**src/acs_regs.svh**
```systemverilog
// Register offsets, field positions, reset values and timing counts of the sequencer
`ifndef ACS_REGS_SVH
`define ACS_REGS_SVH

// Word byte addresses on the bus
`define ACS_OFF_CTRL0     8'h00
`define ACS_OFF_CTRL1     8'h04
`define ACS_OFF_RES_LOW   8'h08
`define ACS_OFF_RES_HIGH  8'h0C
`define ACS_OFF_IRQ_REQ   8'h10
`define ACS_OFF_IRQ_EN    8'h14
`define ACS_OFF_STATUS    8'h18

// Control reg0 fields
`define ACS_C0_CONT_BIT   3
`define ACS_C0_BUSY_BIT   4
// Control reg1 fields
`define ACS_C1_DIV_BIT    7
// Irq request / enable fields
`define ACS_IRQ_DONE_BIT  0
`define ACS_IEN_EN_BIT    0
// Status register fields
`define ACS_ST_WR_BIT     0
`define ACS_ST_STARTED    1

// Reset values
`define ACS_RST_CTRL0     8'h00
`define ACS_RST_CTRL1     8'h00

// Timing: input clock is oscillator / 2, 12 input clocks per machine cycle
`define ACS_OSC_PER_IN    2
`define ACS_IN_PER_MC     12
`define ACS_MC_DIV4       8
`define ACS_MC_DIV8       16

`endif

```
**src/acs_pkg.sv**
```systemverilog
// Types of the conversion sequencer
package acs_pkg;
  typedef enum logic [1:0] {
    ACS_IDLE,
    ACS_CONV,
    ACS_WRITE
  } acs_state_t;
endpackage

```
**src/acs_sequencer.sv**
```systemverilog
// Conversion sequencer with Wishbone register interface
`timescale 1ns/100ps
`include "acs_regs.svh"
module acs_sequencer #(
  parameter int CLK_PER_MC = `ACS_OSC_PER_IN * `ACS_IN_PER_MC,
  parameter int RES_W      = 10
) (
  input  wire logic              clk_i,
  input  wire logic              rst_i,
  input  wire logic              wb_cyc_i,
  input  wire logic              wb_stb_i,
  input  wire logic              wb_we_i,
  input  wire logic [7:0]        wb_adr_i,
  input  wire logic [3:0]        wb_sel_i,
  input  wire logic [31:0]       wb_dat_i,
  output logic      [31:0]       wb_dat_o,
  output logic                   wb_ack_o,
  input  wire logic              external_start_pin_i,
  input  wire logic [RES_W-1:0]  conv_result_i,
  output logic                   conv_irq_o,
  output logic                   conversion_busy_flag_o,
  output logic                   write_result_cycle_o
);

  ////////////////////////////////////////////////////////////////////////////
  // Machine-cycle boundaries
  logic mc_start;

  acs_cycle_timer #(
    .CLK_PER_MC (CLK_PER_MC)
  ) u_timer (
    .clk_i      (clk_i),
    .rst_i      (rst_i),
    .mc_start_o (mc_start)
  );

  ////////////////////////////////////////////////////////////////////////////
  // Bus decode
  logic               bus_req;
  logic               wr_stb;
  logic               rd_stb;
  logic               conv_clock_divider_select;
  logic               continuous_conversion_bit;
  logic               conversion_done_flag;
  logic               conversion_irq_enable;
  logic               conversion_busy_flag;
  logic [RES_W-1:0]   result_registers;
  logic               done_once;
  logic               pend_trig;
  logic               pin_prev;
  logic               pin_fall;
  logic [4:0]         mc_cnt;
  acs_pkg::acs_state_t state;

  function automatic logic hit(input logic [7:0] adr, input logic [7:0] off);
    hit = (adr == off);
  endfunction

  // Single-cycle answer: ack in the cycle after the request appears
  assign bus_req = wb_cyc_i && wb_stb_i && !wb_ack_o;
  assign wr_stb  = bus_req && wb_we_i && wb_sel_i[0];
  assign rd_stb  = bus_req && !wb_we_i;

  always_ff @(posedge clk_i) begin
    if (rst_i) begin
      wb_ack_o <= 1'b0;
    end else begin
      wb_ack_o <= bus_req;
    end
  end

  ////////////////////////////////////////////////////////////////////////////
  // Control bits written by software
  always_ff @(posedge clk_i) begin
    if (rst_i) begin
      conv_clock_divider_select <= 1'b0;
      continuous_conversion_bit <= 1'b0;
      conversion_irq_enable     <= 1'b0;
    end else if (wr_stb) begin
      if (hit(wb_adr_i, `ACS_OFF_CTRL1)) begin
        conv_clock_divider_select <= wb_dat_i[`ACS_C1_DIV_BIT];
      end
      if (hit(wb_adr_i, `ACS_OFF_CTRL0)) begin
        continuous_conversion_bit <= wb_dat_i[`ACS_C0_CONT_BIT];
      end
      if (hit(wb_adr_i, `ACS_OFF_IRQ_EN)) begin
        conversion_irq_enable <= wb_dat_i[`ACS_IEN_EN_BIT];
      end
    end
  end

  ////////////////////////////////////////////////////////////////////////////
  // Trigger sources, held until the next machine-cycle boundary
  logic write_trig;
  logic cont_rise;
  logic cont_trig;

  assign pin_fall   = pin_prev && !external_start_pin_i;
  assign write_trig = wr_stb && hit(wb_adr_i, `ACS_OFF_RES_LOW);
  assign cont_rise  = wr_stb && hit(wb_adr_i, `ACS_OFF_CTRL0)
                      && wb_dat_i[`ACS_C0_CONT_BIT] && !continuous_conversion_bit;
  // Setting the bit starts only if a conversion ran since reset, else waits
  assign cont_trig  = cont_rise && done_once && (state == acs_pkg::ACS_IDLE);

  always_ff @(posedge clk_i) begin
    if (rst_i) begin
      pin_prev <= 1'b1;
    end else begin
      pin_prev <= external_start_pin_i;
    end
  end

  // A trigger landing on a boundary clock is kept for the next boundary
  always_ff @(posedge clk_i) begin
    if (rst_i) begin
      pend_trig <= 1'b0;
    end else if (write_trig || pin_fall || cont_trig) begin
      pend_trig <= 1'b1;
    end else if (mc_start) begin
      pend_trig <= 1'b0;
    end
  end

  ////////////////////////////////////////////////////////////////////////////
  // Sequencer: conversion length in machine cycles from divider select
  logic [4:0] conv_len;
  logic       conv_end;
  logic       start_now;

  assign conv_len  = conv_clock_divider_select ? 5'(`ACS_MC_DIV8)
                                               : 5'(`ACS_MC_DIV4);
  assign conv_end  = mc_start && (state == acs_pkg::ACS_CONV)
                     && (mc_cnt == conv_len);
  // Pending trigger restarts even a running conversion
  assign start_now = mc_start && pend_trig;

  always_ff @(posedge clk_i) begin
    if (rst_i) begin
      state  <= acs_pkg::ACS_IDLE;
      mc_cnt <= 5'h00;
    end else if (start_now) begin
      state  <= acs_pkg::ACS_CONV;
      mc_cnt <= 5'h01;
    end else if (mc_start) begin
      case (state)
        acs_pkg::ACS_IDLE: begin
          state <= acs_pkg::ACS_IDLE;
        end
        acs_pkg::ACS_CONV: begin
          if (mc_cnt == conv_len) begin
            state <= acs_pkg::ACS_WRITE;
          end else begin
            mc_cnt <= mc_cnt + 5'h01;
          end
        end
        acs_pkg::ACS_WRITE: begin
          // Continuous bit sampled here, so a clear lets this one finish
          if (continuous_conversion_bit) begin
            state  <= acs_pkg::ACS_CONV;
            mc_cnt <= 5'h01;
          end else begin
            state <= acs_pkg::ACS_IDLE;
          end
        end
        default: begin
          state <= acs_pkg::ACS_IDLE;
        end
      endcase
    end
  end

  // Busy mirrors the converting state: low only in write or idle
  assign conversion_busy_flag   = (state == acs_pkg::ACS_CONV);
  assign conversion_busy_flag_o = conversion_busy_flag;
  assign write_result_cycle_o   = (state == acs_pkg::ACS_WRITE);

  ////////////////////////////////////////////////////////////////////////////
  // Result capture at the last boundary of a conversion, even when a restart there skips the write cycle
  always_ff @(posedge clk_i) begin
    if (rst_i) begin
      result_registers <= '0;
    end else if (conv_end) begin
      result_registers <= conv_result_i;
    end
  end

  // Remembers that a conversion completed since reset
  always_ff @(posedge clk_i) begin
    if (rst_i) begin
      done_once <= 1'b0;
    end else if (conv_end) begin
      done_once <= 1'b1;
    end
  end

  ////////////////////////////////////////////////////////////////////////////
  // Done flag: hardware set wins over a software clear in the same clock
  always_ff @(posedge clk_i) begin
    if (rst_i) begin
      conversion_done_flag <= 1'b0;
    end else if (conv_end) begin
      conversion_done_flag <= 1'b1;
    end else if (wr_stb && hit(wb_adr_i, `ACS_OFF_IRQ_REQ)) begin
      conversion_done_flag <= wb_dat_i[`ACS_IRQ_DONE_BIT];
    end
  end

  // Request forwarded to the interrupt system, which adds its own latency
  assign conv_irq_o = conversion_done_flag && conversion_irq_enable;

  ////////////////////////////////////////////////////////////////////////////
  // Read data, registered with the ack
  logic [31:0] rd_mux;

  always_comb begin
    rd_mux = 32'h0000_0000;
    case (wb_adr_i)
      `ACS_OFF_CTRL0: begin
        rd_mux[`ACS_C0_CONT_BIT] = continuous_conversion_bit;
        rd_mux[`ACS_C0_BUSY_BIT] = conversion_busy_flag;
      end
      `ACS_OFF_CTRL1: begin
        rd_mux[`ACS_C1_DIV_BIT] = conv_clock_divider_select;
      end
      `ACS_OFF_RES_LOW: begin
        rd_mux[7:6] = result_registers[1:0];
      end
      `ACS_OFF_RES_HIGH: begin
        rd_mux[7:0] = result_registers[RES_W-1:2];
      end
      `ACS_OFF_IRQ_REQ: begin
        rd_mux[`ACS_IRQ_DONE_BIT] = conversion_done_flag;
      end
      `ACS_OFF_IRQ_EN: begin
        rd_mux[`ACS_IEN_EN_BIT] = conversion_irq_enable;
      end
      `ACS_OFF_STATUS: begin
        rd_mux[`ACS_ST_WR_BIT]  = (state == acs_pkg::ACS_WRITE);
        rd_mux[`ACS_ST_STARTED] = done_once;
      end
      default: begin
        rd_mux = 32'h0000_0000;
      end
    endcase
  end

  always_ff @(posedge clk_i) begin
    if (rst_i) begin
      wb_dat_o <= 32'h0000_0000;
    end else if (rd_stb) begin
      wb_dat_o <= rd_mux;
    end
  end
endmodule

```
**src/acs_cycle_timer.sv**
```systemverilog
// Machine-cycle boundary generator: one pulse per machine cycle
`timescale 1ns/100ps
`include "acs_regs.svh"
module acs_cycle_timer #(
  parameter int CLK_PER_MC = `ACS_OSC_PER_IN * `ACS_IN_PER_MC
) (
  input  wire logic clk_i,
  input  wire logic rst_i,
  output logic      mc_start_o
);
  localparam int CW = $clog2(CLK_PER_MC);
  localparam logic [CW-1:0] LAST = CW'(CLK_PER_MC - 1);

  logic [CW-1:0] cnt;

  ////////////////////////////////////////////////////////////////////////////
  // Free-running count; the system clock stands for the oscillator
  always_ff @(posedge clk_i) begin
    if (rst_i) begin
      cnt <= '0;
    end else if (cnt == LAST) begin
      cnt <= '0;
    end else begin
      cnt <= cnt + CW'(1);
    end
  end

  // Pulse marks the first clock of every machine cycle
  assign mc_start_o = (cnt == '0) && !rst_i;
endmodule

```
**config.mk**
```make
export PLATFORM = sky130hd
export DESIGN_NAME = acs_sequencer
export DESIGN_NICKNAME = d
export VERILOG_FILES = /design/src/acs_pkg.sv /design/src/acs_sequencer.sv /design/src/acs_cycle_timer.sv
export VERILOG_INCLUDE_DIRS = /design/src
export SDC_FILE = /design/constraint.sdc
export NUM_CORES = 1
export LEC_CHECK = 0
export BUFFER_PORTS_ARGS = -buffer_cell sky130_fd_sc_hd__buf_2
export CORE_MARGIN = 2
export CORE_UTILIZATION = 30
export CTS_CLUSTER_DIAMETER = 200
export DETAILED_ROUTE_END_ITERATION = 16
export PLACE_DENSITY_LB_ADDON = 0.25
export SYNTH_ARGS = -nofsm -noshare
export SYNTH_HDL_FRONTEND = slang
export SYNTH_SLANG_ARGS = --single-unit
export TNS_END_PERCENT = 30
```
**constraint.sdc**
```tcl
create_clock -name clk_i -period 1.74 [get_ports clk_i]
set_input_delay 0.174 -clock clk_i [delete_from_list [all_inputs] [get_ports clk_i]]
set_output_delay 0.174 -clock clk_i [all_outputs]
set_load 0.005 [all_outputs]
```
# ---- After elaboration in Yosys (flattened, before gate mapping)
# Cells that the tools add are included.
dict set report totals {
  input_bits 60
  reg_bits 38
}
dict set report classes {
  n_mux 22
  n_reduce_logical 42
  addsub 2
  n_eq_ne 16
}
# cell n
set ops {}
lappend ops {{equality test 8 x 5 -> 1 bit, second input constant} 3}
lappend ops {{logical AND 1 bit} 18}
lappend ops {{equality test 8 x 4 -> 1 bit, second input constant} 2}
lappend ops {{two-way mux 5 bit} 3}
lappend ops {{two-way mux 1 bit} 11}
lappend ops {{adder 5 x 1 -> 5 bit, second input constant} 2}
lappend ops {{one-hot mux 5 bit (2 select lines)} 1}
lappend ops {{AND reduction 2 bit} 5}
lappend ops {{equality test 8 x 3 -> 1 bit, second input constant} 1}
lappend ops {{logical NOT 8 bit} 1}
lappend ops {{one-hot mux 2 bit (2 select lines)} 2}
lappend ops {{AND reduction 4 bit} 2}
lappend ops {{nonzero test 2 bit} 4}
lappend ops {{!= test 3 x 1 -> 1 bit, second input constant} 2}
lappend ops {{equality test 5 bit} 1}
lappend ops {{equality test 5 bit, second input constant} 1}
lappend ops {{logical NOT 1 bit} 5}
lappend ops {{logical NOT 5 bit} 1}
lappend ops {{!= test 2 x 1 -> 1 bit, second input constant} 2}
lappend ops {{one-hot mux 1 bit (2 select lines)} 2}
lappend ops {{one-hot mux 1 bit (4 select lines)} 1}
lappend ops {{OR reduction 2 bit} 2}
lappend ops {{!= test 3 bit, second input constant} 1}
lappend ops {{one-hot mux 1 bit (3 select lines)} 1}
lappend ops {{7 further kinds} 8}

# ---- Depth between registers and ports, before layout
# Gate-level depths: netlist of run 1.
dict set report depth {
  depth_word 11
  depth_mapped 7
  mapped_depth_nobuf 6
}

# ---- Hierarchy
# From an unflattened synthesis of run 1, not the netlist that was laid out.
dict set report unflattened {
  cells_unflattened 248
  hier_area_um2 2055.7
}
# mod cells_each area_each_um2 seq_area_each_um2 n_inst
set by_module_without_submodules {}
lappend by_module_without_submodules {acs_sequencer 222 1833.0 660.6 1}
lappend by_module_without_submodules {acs_cycle_timer 26 222.7 100.1 1}

# ---- Least setup slack after synthesis of run 1
# No wires, ideal clock.
dict set report synth_timing {
  path_kind {reg-to-reg}
  start {register state[0]}
  end {register mc_cnt[2]}
  stages_incl_launch_ff 7
  path_slack_ns -0.030
  arrival_ns 1.700
  n_path_buf 0
  synth_period_minus_slack_ns 1.770
  required_time_ns 1.670
  path_cell_list {dfxtp_1 inv_1 ha_1 nand4bb_4 or3_4 or4_1 a21oi_1}
}
dict set report synth_via {
  elab_chain_cells 3
}
# element line_no
set synth_rtl {}
lappend synth_rtl {{from (decl)} acs_sequencer.sv:53} ;# acs_pkg::acs_state_t state;
lappend synth_rtl {{from (signal assigned)} acs_sequencer.sv:139} ;# state <= acs_pkg::ACS_IDLE;
lappend synth_rtl {{from (signal assigned)} acs_sequencer.sv:142} ;# state <= acs_pkg::ACS_CONV;
lappend synth_rtl {{from (signal assigned)} acs_sequencer.sv:147} ;# state <= acs_pkg::ACS_IDLE;
lappend synth_rtl {{equality test 2 bit / equality test 2 x 1 -> 1 bit (equally long branches)} acs_sequencer.sv:145} ;# case (state)
lappend synth_rtl {{!= test 2 x 1 -> 1 bit (no source line), or another cell as far along} -}
lappend synth_rtl {{AND reduction 4 bit (no source line)} -}
lappend synth_rtl {{to (signal assigned)} acs_sequencer.sv:153} ;# mc_cnt <= mc_cnt + 5'h01;
lappend synth_rtl {{to (decl)} acs_sequencer.sv:52} ;# logic [4:0] mc_cnt;
# Parallel ways exist; a longest one is shown, timed or not.
# A chain may end at the register's enable or synchronous reset.

# ---- Worst setup path after layout of run 1
dict set report layout_timing {
  start {register state[1]}
  end {register mc_cnt[2]}
}
# Same word-level chain as after synthesis.

==> results.sh, run 1 <==
export IMPL_run_status="finished with violations"
export IMPL_violations="setup timing"
export IMPL_report_final_slew_viol_count=0
export IMPL_fill_cells=742
export IMPL_dp_worst_setup_slack_ps=-92.2
export IMPL_path_class="register to register"
export IMPL_hold_viol_final=0
export IMPL_critPathBufInv=1
export IMPL_path_cells="inv_2 -> ha_4 -> nand4bb_4 -> or3_4 -> or4_4 -> a21oi_2"
export IMPL_cp_required_ps=1960
export IMPL_hp_class="input port to register"
export IMPL_skew_ps=2.86
export IMPL_grt_first_pass_wirelength_mm=8.36
export IMPL_grt_start_max_net_pins=33
export IMPL_netlist_area_leader_share_pct=35.8
export IMPL_synth_seq_cells=38
export IMPL_cpPeakStageDelay_ps=430
export IMPL_synthTopCellsByCount="dfxtp_1 (38), buf_4 (25), a21oi_1 (24)"
export IMPL_maxCapViolations=0
export IMPL_drt_total_wl_mm=5.33
export IMPL_whs_ps=87.2
export IMPL_cp_start_kind="register"
export IMPL_drive_gt1_share_pct=27.9
export IMPL_yosys_most_used_dff="dfxtp_1"
export IMPL_critPathArrivalTime_ps=1990
export IMPL_vdd_drop_max_mv=0.558
export IMPL_dieArea_mm2=0.00778
export IMPL_viasPerCell=4.80
export IMPL_dr_pass1_iters=4
export IMPL_post_cts_buffers=0
export IMPL_min_period_ps=1770
export IMPL_initial_core_util_pct=31.1
export IMPL_synth_area_mm2=0.00213
export IMPL_netlist_instances=251
export IMPL_cts_tree="done"
export IMPL_root_buffer="clkbuf_8"
export IMPL_cpMaxStageDelayCell="or4_4"
export IMPL_cts_htree_levels=2
export IMPL_fin_nets=371
export IMPL_ios=96
export IMPL_die_w_um=88.2
export IMPL_clock_sinks=38
export IMPL_cts_buffers=5
export IMPL_row_count=30
export IMPL_synth_edf_count=0
export IMPL_placeableCoreArea_mm2=0.00683
export IMPL_ys_warn_count=0
export IMPL_min_period_over_period_pct=102
export IMPL_dp_cells=393
export IMPL_r2r_slack_ps=-30
export IMPL_setup_viol=1
export IMPL_antennaDiodeCount=0
export IMPL_gr_total_overflow=0
export IMPL_fmax_mhz=565
export IMPL_clockBufferDepth=2
export IMPL_p_leak_uw=0.00109
export IMPL_async_flop_share_pct=0
export IMPL_critPathCaptureType="register"
export IMPL_antenna_left=0
export IMPL_crit_family="simple AND/OR/NAND/NOR gates"
export IMPL_power_uw=1880
export IMPL_die_y_um=88.2
export IMPL_grt_antenna_before_repair=0
export IMPL_setup_slack_ps=-30.0
export IMPL_clk_latency_ps=280
export IMPL_yosysSeqAreaShare_pct=35.8
export IMPL_rsz0062_at_grt="yes"
export IMPL_route_detailed_drc=0
export IMPL_finalNonFillerCells=401
export IMPL_via_count=1926
export IMPL_hpwl_mm=4.06
export IMPL_yosys_area_top_type="dfxtp_1"
export IMPL_yosysMostFrequentCell="dfxtp_1"
export IMPL_cp_max_fo=6
export IMPL_power_density_mw_per_mm2=731
export IMPL_path_clk_slew_ps=80
export IMPL_syn2layout_area_growth_pct=21.1
export IMPL_grt_total_usage_pct=13.9
export IMPL_tns_ps=-30.0
export IMPL_first_global_vias=1733
export IMPL_syn_area_per_cell_um2=8.47
export IMPL_wire_per_inst_um=13.3
export IMPL_synth_distinct_cells=48
export IMPL_initialDrtViolationCount=108
export IMPL_gp_congestion=0.766
export IMPL_io_buffers=39
export IMPL_synth_area_top_cells="dfxtp_1 (36%), buf_4 (8.8%), a21oi_1 (5.6%)"
report_power, final:
group | internal [uW] | switching, uW | leakage, uW
clock network | 422 | 316 | 0.0000579
logic | 105 | 137 | 0.000722
registers | 886 | 16.1 | 0.000309
sequential cells by signal, indices dropped and copies added (netlist names):
name / flops
state: 2
u_timer.cnt: 5
pin_prev: 1
conversion_done_flag: 1
conv_clock_divider_select: 1
wb_ack_o: 1
continuous_conversion_bit: 1
result_registers: 10
done_once: 1
conversion_irq_enable: 1
pend_trig: 1
mc_cnt: 5
wb_dat_o: 8
cells in the final DEF (no fill, tap or decap), types with 2 or more instances in the layout:
cell	count
buf_2	39
dfxtp_1	36
conb_1	24
a21oi_1	23
buf_4	20
nand3_1	18
o21ai_0	16
nor2_1	15
nand2_1	11
inv_1	9
mux2i_1	7
nor3_1	6
nor4_1	5
ha_1	5
clkbuf_8	5
nor2b_1	4
xnor2_1	4
nand4_1	4
nor4bb_1	3
nand3b_1	3
inv_2	2
and2_1	2
a41o_1	2
and3_1	2
a31o_2	2
or4_4	2
or3_1	2
or2_2	2
or4_1	2
a22o_1	2
clkinv_2	2
dfxtp_2	2
repair_timing:
item / 4_1_cts / 5_1_grt
setup endpoints to repair: 3 / 8
hold buffers: 0 / 0
pin swaps: 0 / 2
gates resized for setup: 4 / 4
kinds of logic (layout without fill, tap and decap cells):
family,count (synthesis),after routing,share of synthesized area (%)
other,1,24,0.176
multiplexers,7,7,3.29
XOR/XNOR,4,4,1.65
AND/OR/NAND/NOR,93,93,26.5
adder cells (fa/ha/maj),7,7,4.12
AO/OA/AOI/OAI,54,54,15.2
buffers and inverters,47,78,13.3
flip-flops,38,38,35.8
layout make-up:
cell class,instances,area [um2],share of cell area (%)
timing repair buffer,59,345,13.4
clock inverter,3,40.0,1.55
clock buffer,5,68.8,2.67
multi-input combinational,189,1200,46.5
tap,96,120,4.66
inverter,11,41.3,1.60
sequential,38,763,29.6
stage by stage:
stage	utilization [%]	cell area, um2
floorplan	-	2230
global placement	35.9	2450
detailed placement	35.9	2450
CTS	37.5	2560
global route	37.7	2570
finish	37.7	2570
path summary, 6_finish.rpt:
| check | start | cells past startpoint | end |
|---|---|---|---|
| worst max-delay path | state[1] | 6 | mc_cnt[2] |
| worst min-delay path | external_start_pin_i | 2 | pin_prev |
| worst max register to register | state[1] | 6 | mc_cnt[2] |
| worst min register to register | wb_dat_o[3] | 2 | wb_dat_o[3] |
metal layers:
| layer | vias to the layer above | GRT usage (%) | part of all wire (%) |
|---|---|---|---|
| li1 | 957 | - | - |
| met1 | 907 | 19.9 | 50 |
| met2 | 57 | 21.3 | 44 |
| met3 | 5 | 2.73 | 5.1 |
| met4 | 0 | 3.72 | 0.86 |
| met5 | - | 0 | 0 |
(Power assumes the default switching activity.)
==> run 2, diff against run 1 <==
- SETUP_SLACK_MARGIN: unset -> 0.2
- clock period: 1.74 -> 1.7 ns (I/O delays scaled with it)
==> results.sh, run 2 (synthesized netlist as in run 1, its figures left out) <==
export IMPL_tns_ps=-141
export IMPL_die_w_um=88.2
export IMPL_via_count=1911
export IMPL_path_class="register to register"
export IMPL_critPathBufInv=1
export IMPL_cpPeakStageDelay_ps=410
export IMPL_initialDrtViolationCount=68
export IMPL_maxCapViolations=0
export IMPL_ctsHoldBuffers=0
export IMPL_placeableCoreArea_mm2=0.00683
export IMPL_die_y_um=88.2
export IMPL_dp_cells=394
export IMPL_finalNonFillerCells=404
export IMPL_cp_start_kind="register"
export IMPL_r2r_slack_ps=-60
export IMPL_clk_latency_ps=300
export IMPL_seq_area_um2=764
export IMPL_drt_total_wl_mm=5.22
export IMPL_hp_class="input port to register"
export IMPL_row_count=30
export IMPL_critPathCaptureType="register"
export IMPL_whs_endpoint="pin_prev"
export IMPL_hold_viol_final=0
export IMPL_r2r_cells=6
export IMPL_r2r_end="mc_cnt[2]"
export IMPL_dp_worst_setup_slack_ps=-63.6
export IMPL_vdd_drop_max_mv=0.373
export IMPL_final_common_cell="buf_2"
export IMPL_first_global_vias=1744
export IMPL_report_final_slew_viol_count=0
export IMPL_route_detailed_drc=0
export IMPL_hpwl_mm=3.88
export IMPL_grt_total_usage_pct=14.2
export IMPL_cp_required_ps=1940
export IMPL_dr_pass1_iters=4
export IMPL_largest_reg_flops=10
export IMPL_dieArea_mm2=0.00778
export IMPL_grt_first_pass_wirelength_mm=8.49
export IMPL_ios=96
export IMPL_path_cells="inv_2 -> ha_4 -> nand4bb_4 -> or3_4 -> or4_1 -> a21oi_1"
export IMPL_grt_antenna_before_repair=0
export IMPL_cp_max_fo=6
export IMPL_hold_path_depth=2
export IMPL_antenna_left=0
export IMPL_crit_family="simple AND/OR/NAND/NOR gates"
export IMPL_cts_buffers=5
export IMPL_setup_viol=3
export IMPL_skew_ps=11.4
export IMPL_initial_core_util_pct=31.1
export IMPL_fin_nets=374
export IMPL_p_leak_uw=0.00111
export IMPL_fmax_mhz=568
export IMPL_cts_tree="done"
export IMPL_run_status="finished with violations"
export IMPL_r2r_start="state[1]"
export IMPL_syn2layout_area_growth_pct=26.3
export IMPL_antennaDiodeCount=0
export IMPL_hp_start="external_start_pin_i"
export IMPL_rsz0062_at_grt="yes"
export IMPL_min_period_ps=1760
export IMPL_multi_input_area_mm2=0.00126
export IMPL_layout_common_cells="buf_2 (38), dfxtp_1 (35), conb_1 (24)"
export IMPL_gp_congestion=0.726
export IMPL_whs_ps=81.6
export IMPL_clockBufferDepth=2
export IMPL_clock_sinks=38
export IMPL_power_density_mw_per_mm2=741
export IMPL_critPathArrivalTime_ps=2000
export IMPL_fill_cells=732
export IMPL_io_buffers=39
export IMPL_viasPerCell=4.73
export IMPL_cts_htree_levels=2
export IMPL_setup_slack_ps=-60.5
export IMPL_largest_register="result_registers"
export IMPL_violations="setup timing"
export IMPL_cpMaxStageDelayCell="or4_1"
export IMPL_wire_per_inst_um=12.9
export IMPL_path_clk_slew_ps=80
export IMPL_min_period_over_period_pct=104
export IMPL_root_buffer="clkbuf_8"
export IMPL_gr_total_overflow=0
export IMPL_grt_start_max_net_pins=35
export IMPL_final_core_utilization_pct=39.3
export IMPL_largestRegisters="result_registers: 10 flops, wb_dat_o: 8 flops"
export IMPL_drive_gt1_share_pct=32.1
## run 2: area by class of cell
| type | instances | share of cell area (%) |
|---|---|---|
| clock inverter | 3 | 1.68 |
| sequential | 38 | 28.5 |
| tap | 96 | 4.47 |
| timing repair buffer | 62 | 14.3 |
| clock buffer | 5 | 2.56 |
| multi-input combinational | 189 | 46.9 |
| inverter | 11 | 1.54 |
## run 2: per-layer routing
metal | track usage [%] | wire (um) | up-vias
met5 | 0 | 0 | -
met4 | 4.96 | 73 | 0
met3 | 3.11 | 236 | 6
met2 | 20.4 | 2330 | 42
met1 | 20.7 | 2570 | 903
li1 | - | - | 960
## run 2: repair_timing
action,4_1_cts,5_1_grt
gates resized for setup,18,6
setup endpoints to repair,18,21
buffers inserted,2,0
pin swaps,6,4
## run 2: through the flow
step                total power, uW  area, um2
floorplan                      1130       2230
global placement               1190       2460
detailed placement             1190       2460
CTS                            2020       2670
global route                   2090       2690
finish                         1990       2690
## run 2: power breakdown
part | internal (uW) | leakage [uW] | total [uW] | switching (uW)
Clock | 437 | 0.0000504 | 791 | 355
Combinational | 129 | 0.000746 | 277 | 148
Sequential | 908 | 0.000309 | 923 | 15.4
## run 2: worst max-delay path by stage
stage | startpoint | to | slack (ps) | cells after the start
global route | state[1] | mc_cnt[2] | -130 | 6
global placement | state[1] | mc_cnt[2] | -30 | 6
floorplan | state[0] | mc_cnt[2] | 10 | 6
CTS | state[1] | mc_cnt[2] | -70 | 6
finish | state[1] | mc_cnt[2] | -60 | 6
detailed placement | state[1] | mc_cnt[2] | -60 | 6
==> run 3, diff against run 2 <==
- clock period: 1.7 -> 1.8 ns (I/O delays scaled with it)
==> results.sh, run 3 (synthesized netlist as in run 1, its figures left out) <==
export IMPL_cpPeakStageDelay_ps=400
export IMPL_power_uw=1760
export IMPL_wire_per_inst_um=13.3
export IMPL_finalNonFillerCells=399
export IMPL_cp_start_kind="register"
export IMPL_drive_gt1_share_pct=30.0
export IMPL_setup_slack_ps=-4.28
export IMPL_grt_antenna_before_repair=0
export IMPL_cts_htree_levels=2
export IMPL_critPathArrivalTime_ps=2030
export IMPL_route_detailed_drc=0
export IMPL_power_density_mw_per_mm2=674
export IMPL_dieArea_mm2=0.00778
export IMPL_dp_worst_setup_slack_ps=-1.03
export IMPL_antennaDiodeCount=0
export IMPL_largest_reg_flops=10
export IMPL_die_w_um=88.2
export IMPL_hpwl_mm=3.95
export IMPL_p_comb_share_pct=14.6
export IMPL_path_cells="inv_2 -> ha_4 -> nand4bb_4 -> or3_4 -> or4_1 -> a21oi_1"
export IMPL_seqPwrFrac_pct=49.8
export IMPL_hp_class="input port to register"
export IMPL_ios=96
export IMPL_report_final_slew_viol_count=0
export IMPL_rsz0062_at_grt="yes"
export IMPL_syn2layout_area_growth_pct=22.9
export IMPL_largestRegisters="result_registers: 10 flops, wb_dat_o: 8 flops"
export IMPL_skew_ps=14.1
export IMPL_cp_max_fo=6
export IMPL_path_clk_slew_ps=80
export IMPL_ctsHoldBuffers=0
export IMPL_final_common_cell="buf_2"
export IMPL_critPathCaptureType="register"
export IMPL_maxCapViolations=0
export IMPL_layout_common_cells="buf_2 (39), dfxtp_1 (36), a21oi_1 (24), conb_1 (24)"
export IMPL_clk_latency_ps=300
export IMPL_grt_first_pass_wirelength_mm=8.31
export IMPL_hold_viol_final=0
export IMPL_dp_cells=388
export IMPL_gr_total_overflow=0
export IMPL_violations="setup timing"
export IMPL_viasPerCell=4.75
export IMPL_root_buffer="clkbuf_8"
export IMPL_row_count=30
export IMPL_cpMaxStageDelayCell="or4_1"
export IMPL_via_count=1896
export IMPL_clockBufferDepth=2
export IMPL_initial_core_util_pct=31.1
export IMPL_dr_pass1_iters=4
export IMPL_p_leak_uw=0.00108
export IMPL_placeableCoreArea_mm2=0.00683
export IMPL_fin_nets=369
export IMPL_io_buffers=39
export IMPL_initialDrtViolationCount=61
export IMPL_antenna_left=0
export IMPL_grt_start_max_net_pins=30
export IMPL_slew_headroom_pct=61.2
export IMPL_internal_power_uw=1280
export IMPL_setup_viol=1
export IMPL_drt_total_wl_mm=5.29
export IMPL_cts_buffers=5
export IMPL_grt_total_usage_pct=14.0
export IMPL_largest_register="result_registers"
export IMPL_cp_required_ps=2030
export IMPL_tightest_slew_ps=576
export IMPL_fmax_mhz=554
export IMPL_min_period_over_period_pct=100
export IMPL_min_period_ps=1800
export IMPL_gp_congestion=0.759
export IMPL_p_sw_share_pct=27.2
export IMPL_switchingPower_uw=480
export IMPL_die_y_um=88.2
export IMPL_run_status="finished with violations"
export IMPL_path_class="register to register"
export IMPL_first_global_vias=1698
export IMPL_vdd_drop_max_mv=0.328
export IMPL_p_clk_share_pct=35.7
export IMPL_cts_tree="done"
export IMPL_clock_sinks=38
## run 3: power groups by stage
stage / Sequential [uW] / Clock, uW / Combinational (uW)
final: 876 / 628 / 257
after global routing: 879 / 679 / 289
after CTS: 874 / 649 / 237
after detailed placement: 894 / 0 / 224
after global placement: 893 / 0 / 221
after floorplan: 888 / 0 / 176
## run 3: critical path: cells and delay by family (launching register included)
family | cells | cell delay (ps)
buf+inv | 1 | 50
fa+ha+maj | 1 | 270
compound gates | 1 | 160
simple gates | 3 | 900
flops | 1 | 350
## run 3: timing repair
item                       in CTS  in global routing
buffers inserted                1                  1
hold endpoints to repair        0                  0
gates cloned                    0                  1
setup endpoints to repair       9                 19
gates resized for setup         6                 24
pin swaps                       3                  5
## run 3: final cells by class
cell class | count | area [um2]
Fill cell | 740 | 4220
Multi-Input combinational cell | 189 | 1260
Tap cell | 96 | 120
Timing Repair Buffer | 57 | 330
Clock inverter | 2 | 12.5
Sequential cell | 38 | 763
Clock buffer | 6 | 82.6
Inverter | 11 | 41.3
## run 3: metrics by stage
stage	TNS [ps]	hold slack (ps)	cell area, um2	utilization (%)
after global placement	0	388	2420	35.4
after CTS	-7.28	91.6	2530	37.1
after detailed placement	-1.03	394	2420	35.4
after global routing	-121	92.9	2610	38.3
after floorplan	0	287	2230	-
final	-4.28	96.8	2610	38.3
## run 3: layer usage
metal / vias to the layer above / routed length, um / track usage [%]
li1: 955 / - / -
met1: 876 / 2480 / 19.4
met2: 58 / 2380 / 21.1
met3: 7 / 367 / 3.86
met4: 0 / 69 / 4.55
met5: - / 0 / 0
## run 3: path summary, 6_finish.rpt
path	to	slack, ps	from	cells past startpoint
max	mc_cnt[2]	-4	state[1]	6
min	pin_prev	100	external_start_pin_i	2
max reg2reg	mc_cnt[2]	-4	state[1]	6
min reg2reg	wb_dat_o[3]	450	wb_dat_o[3]	2
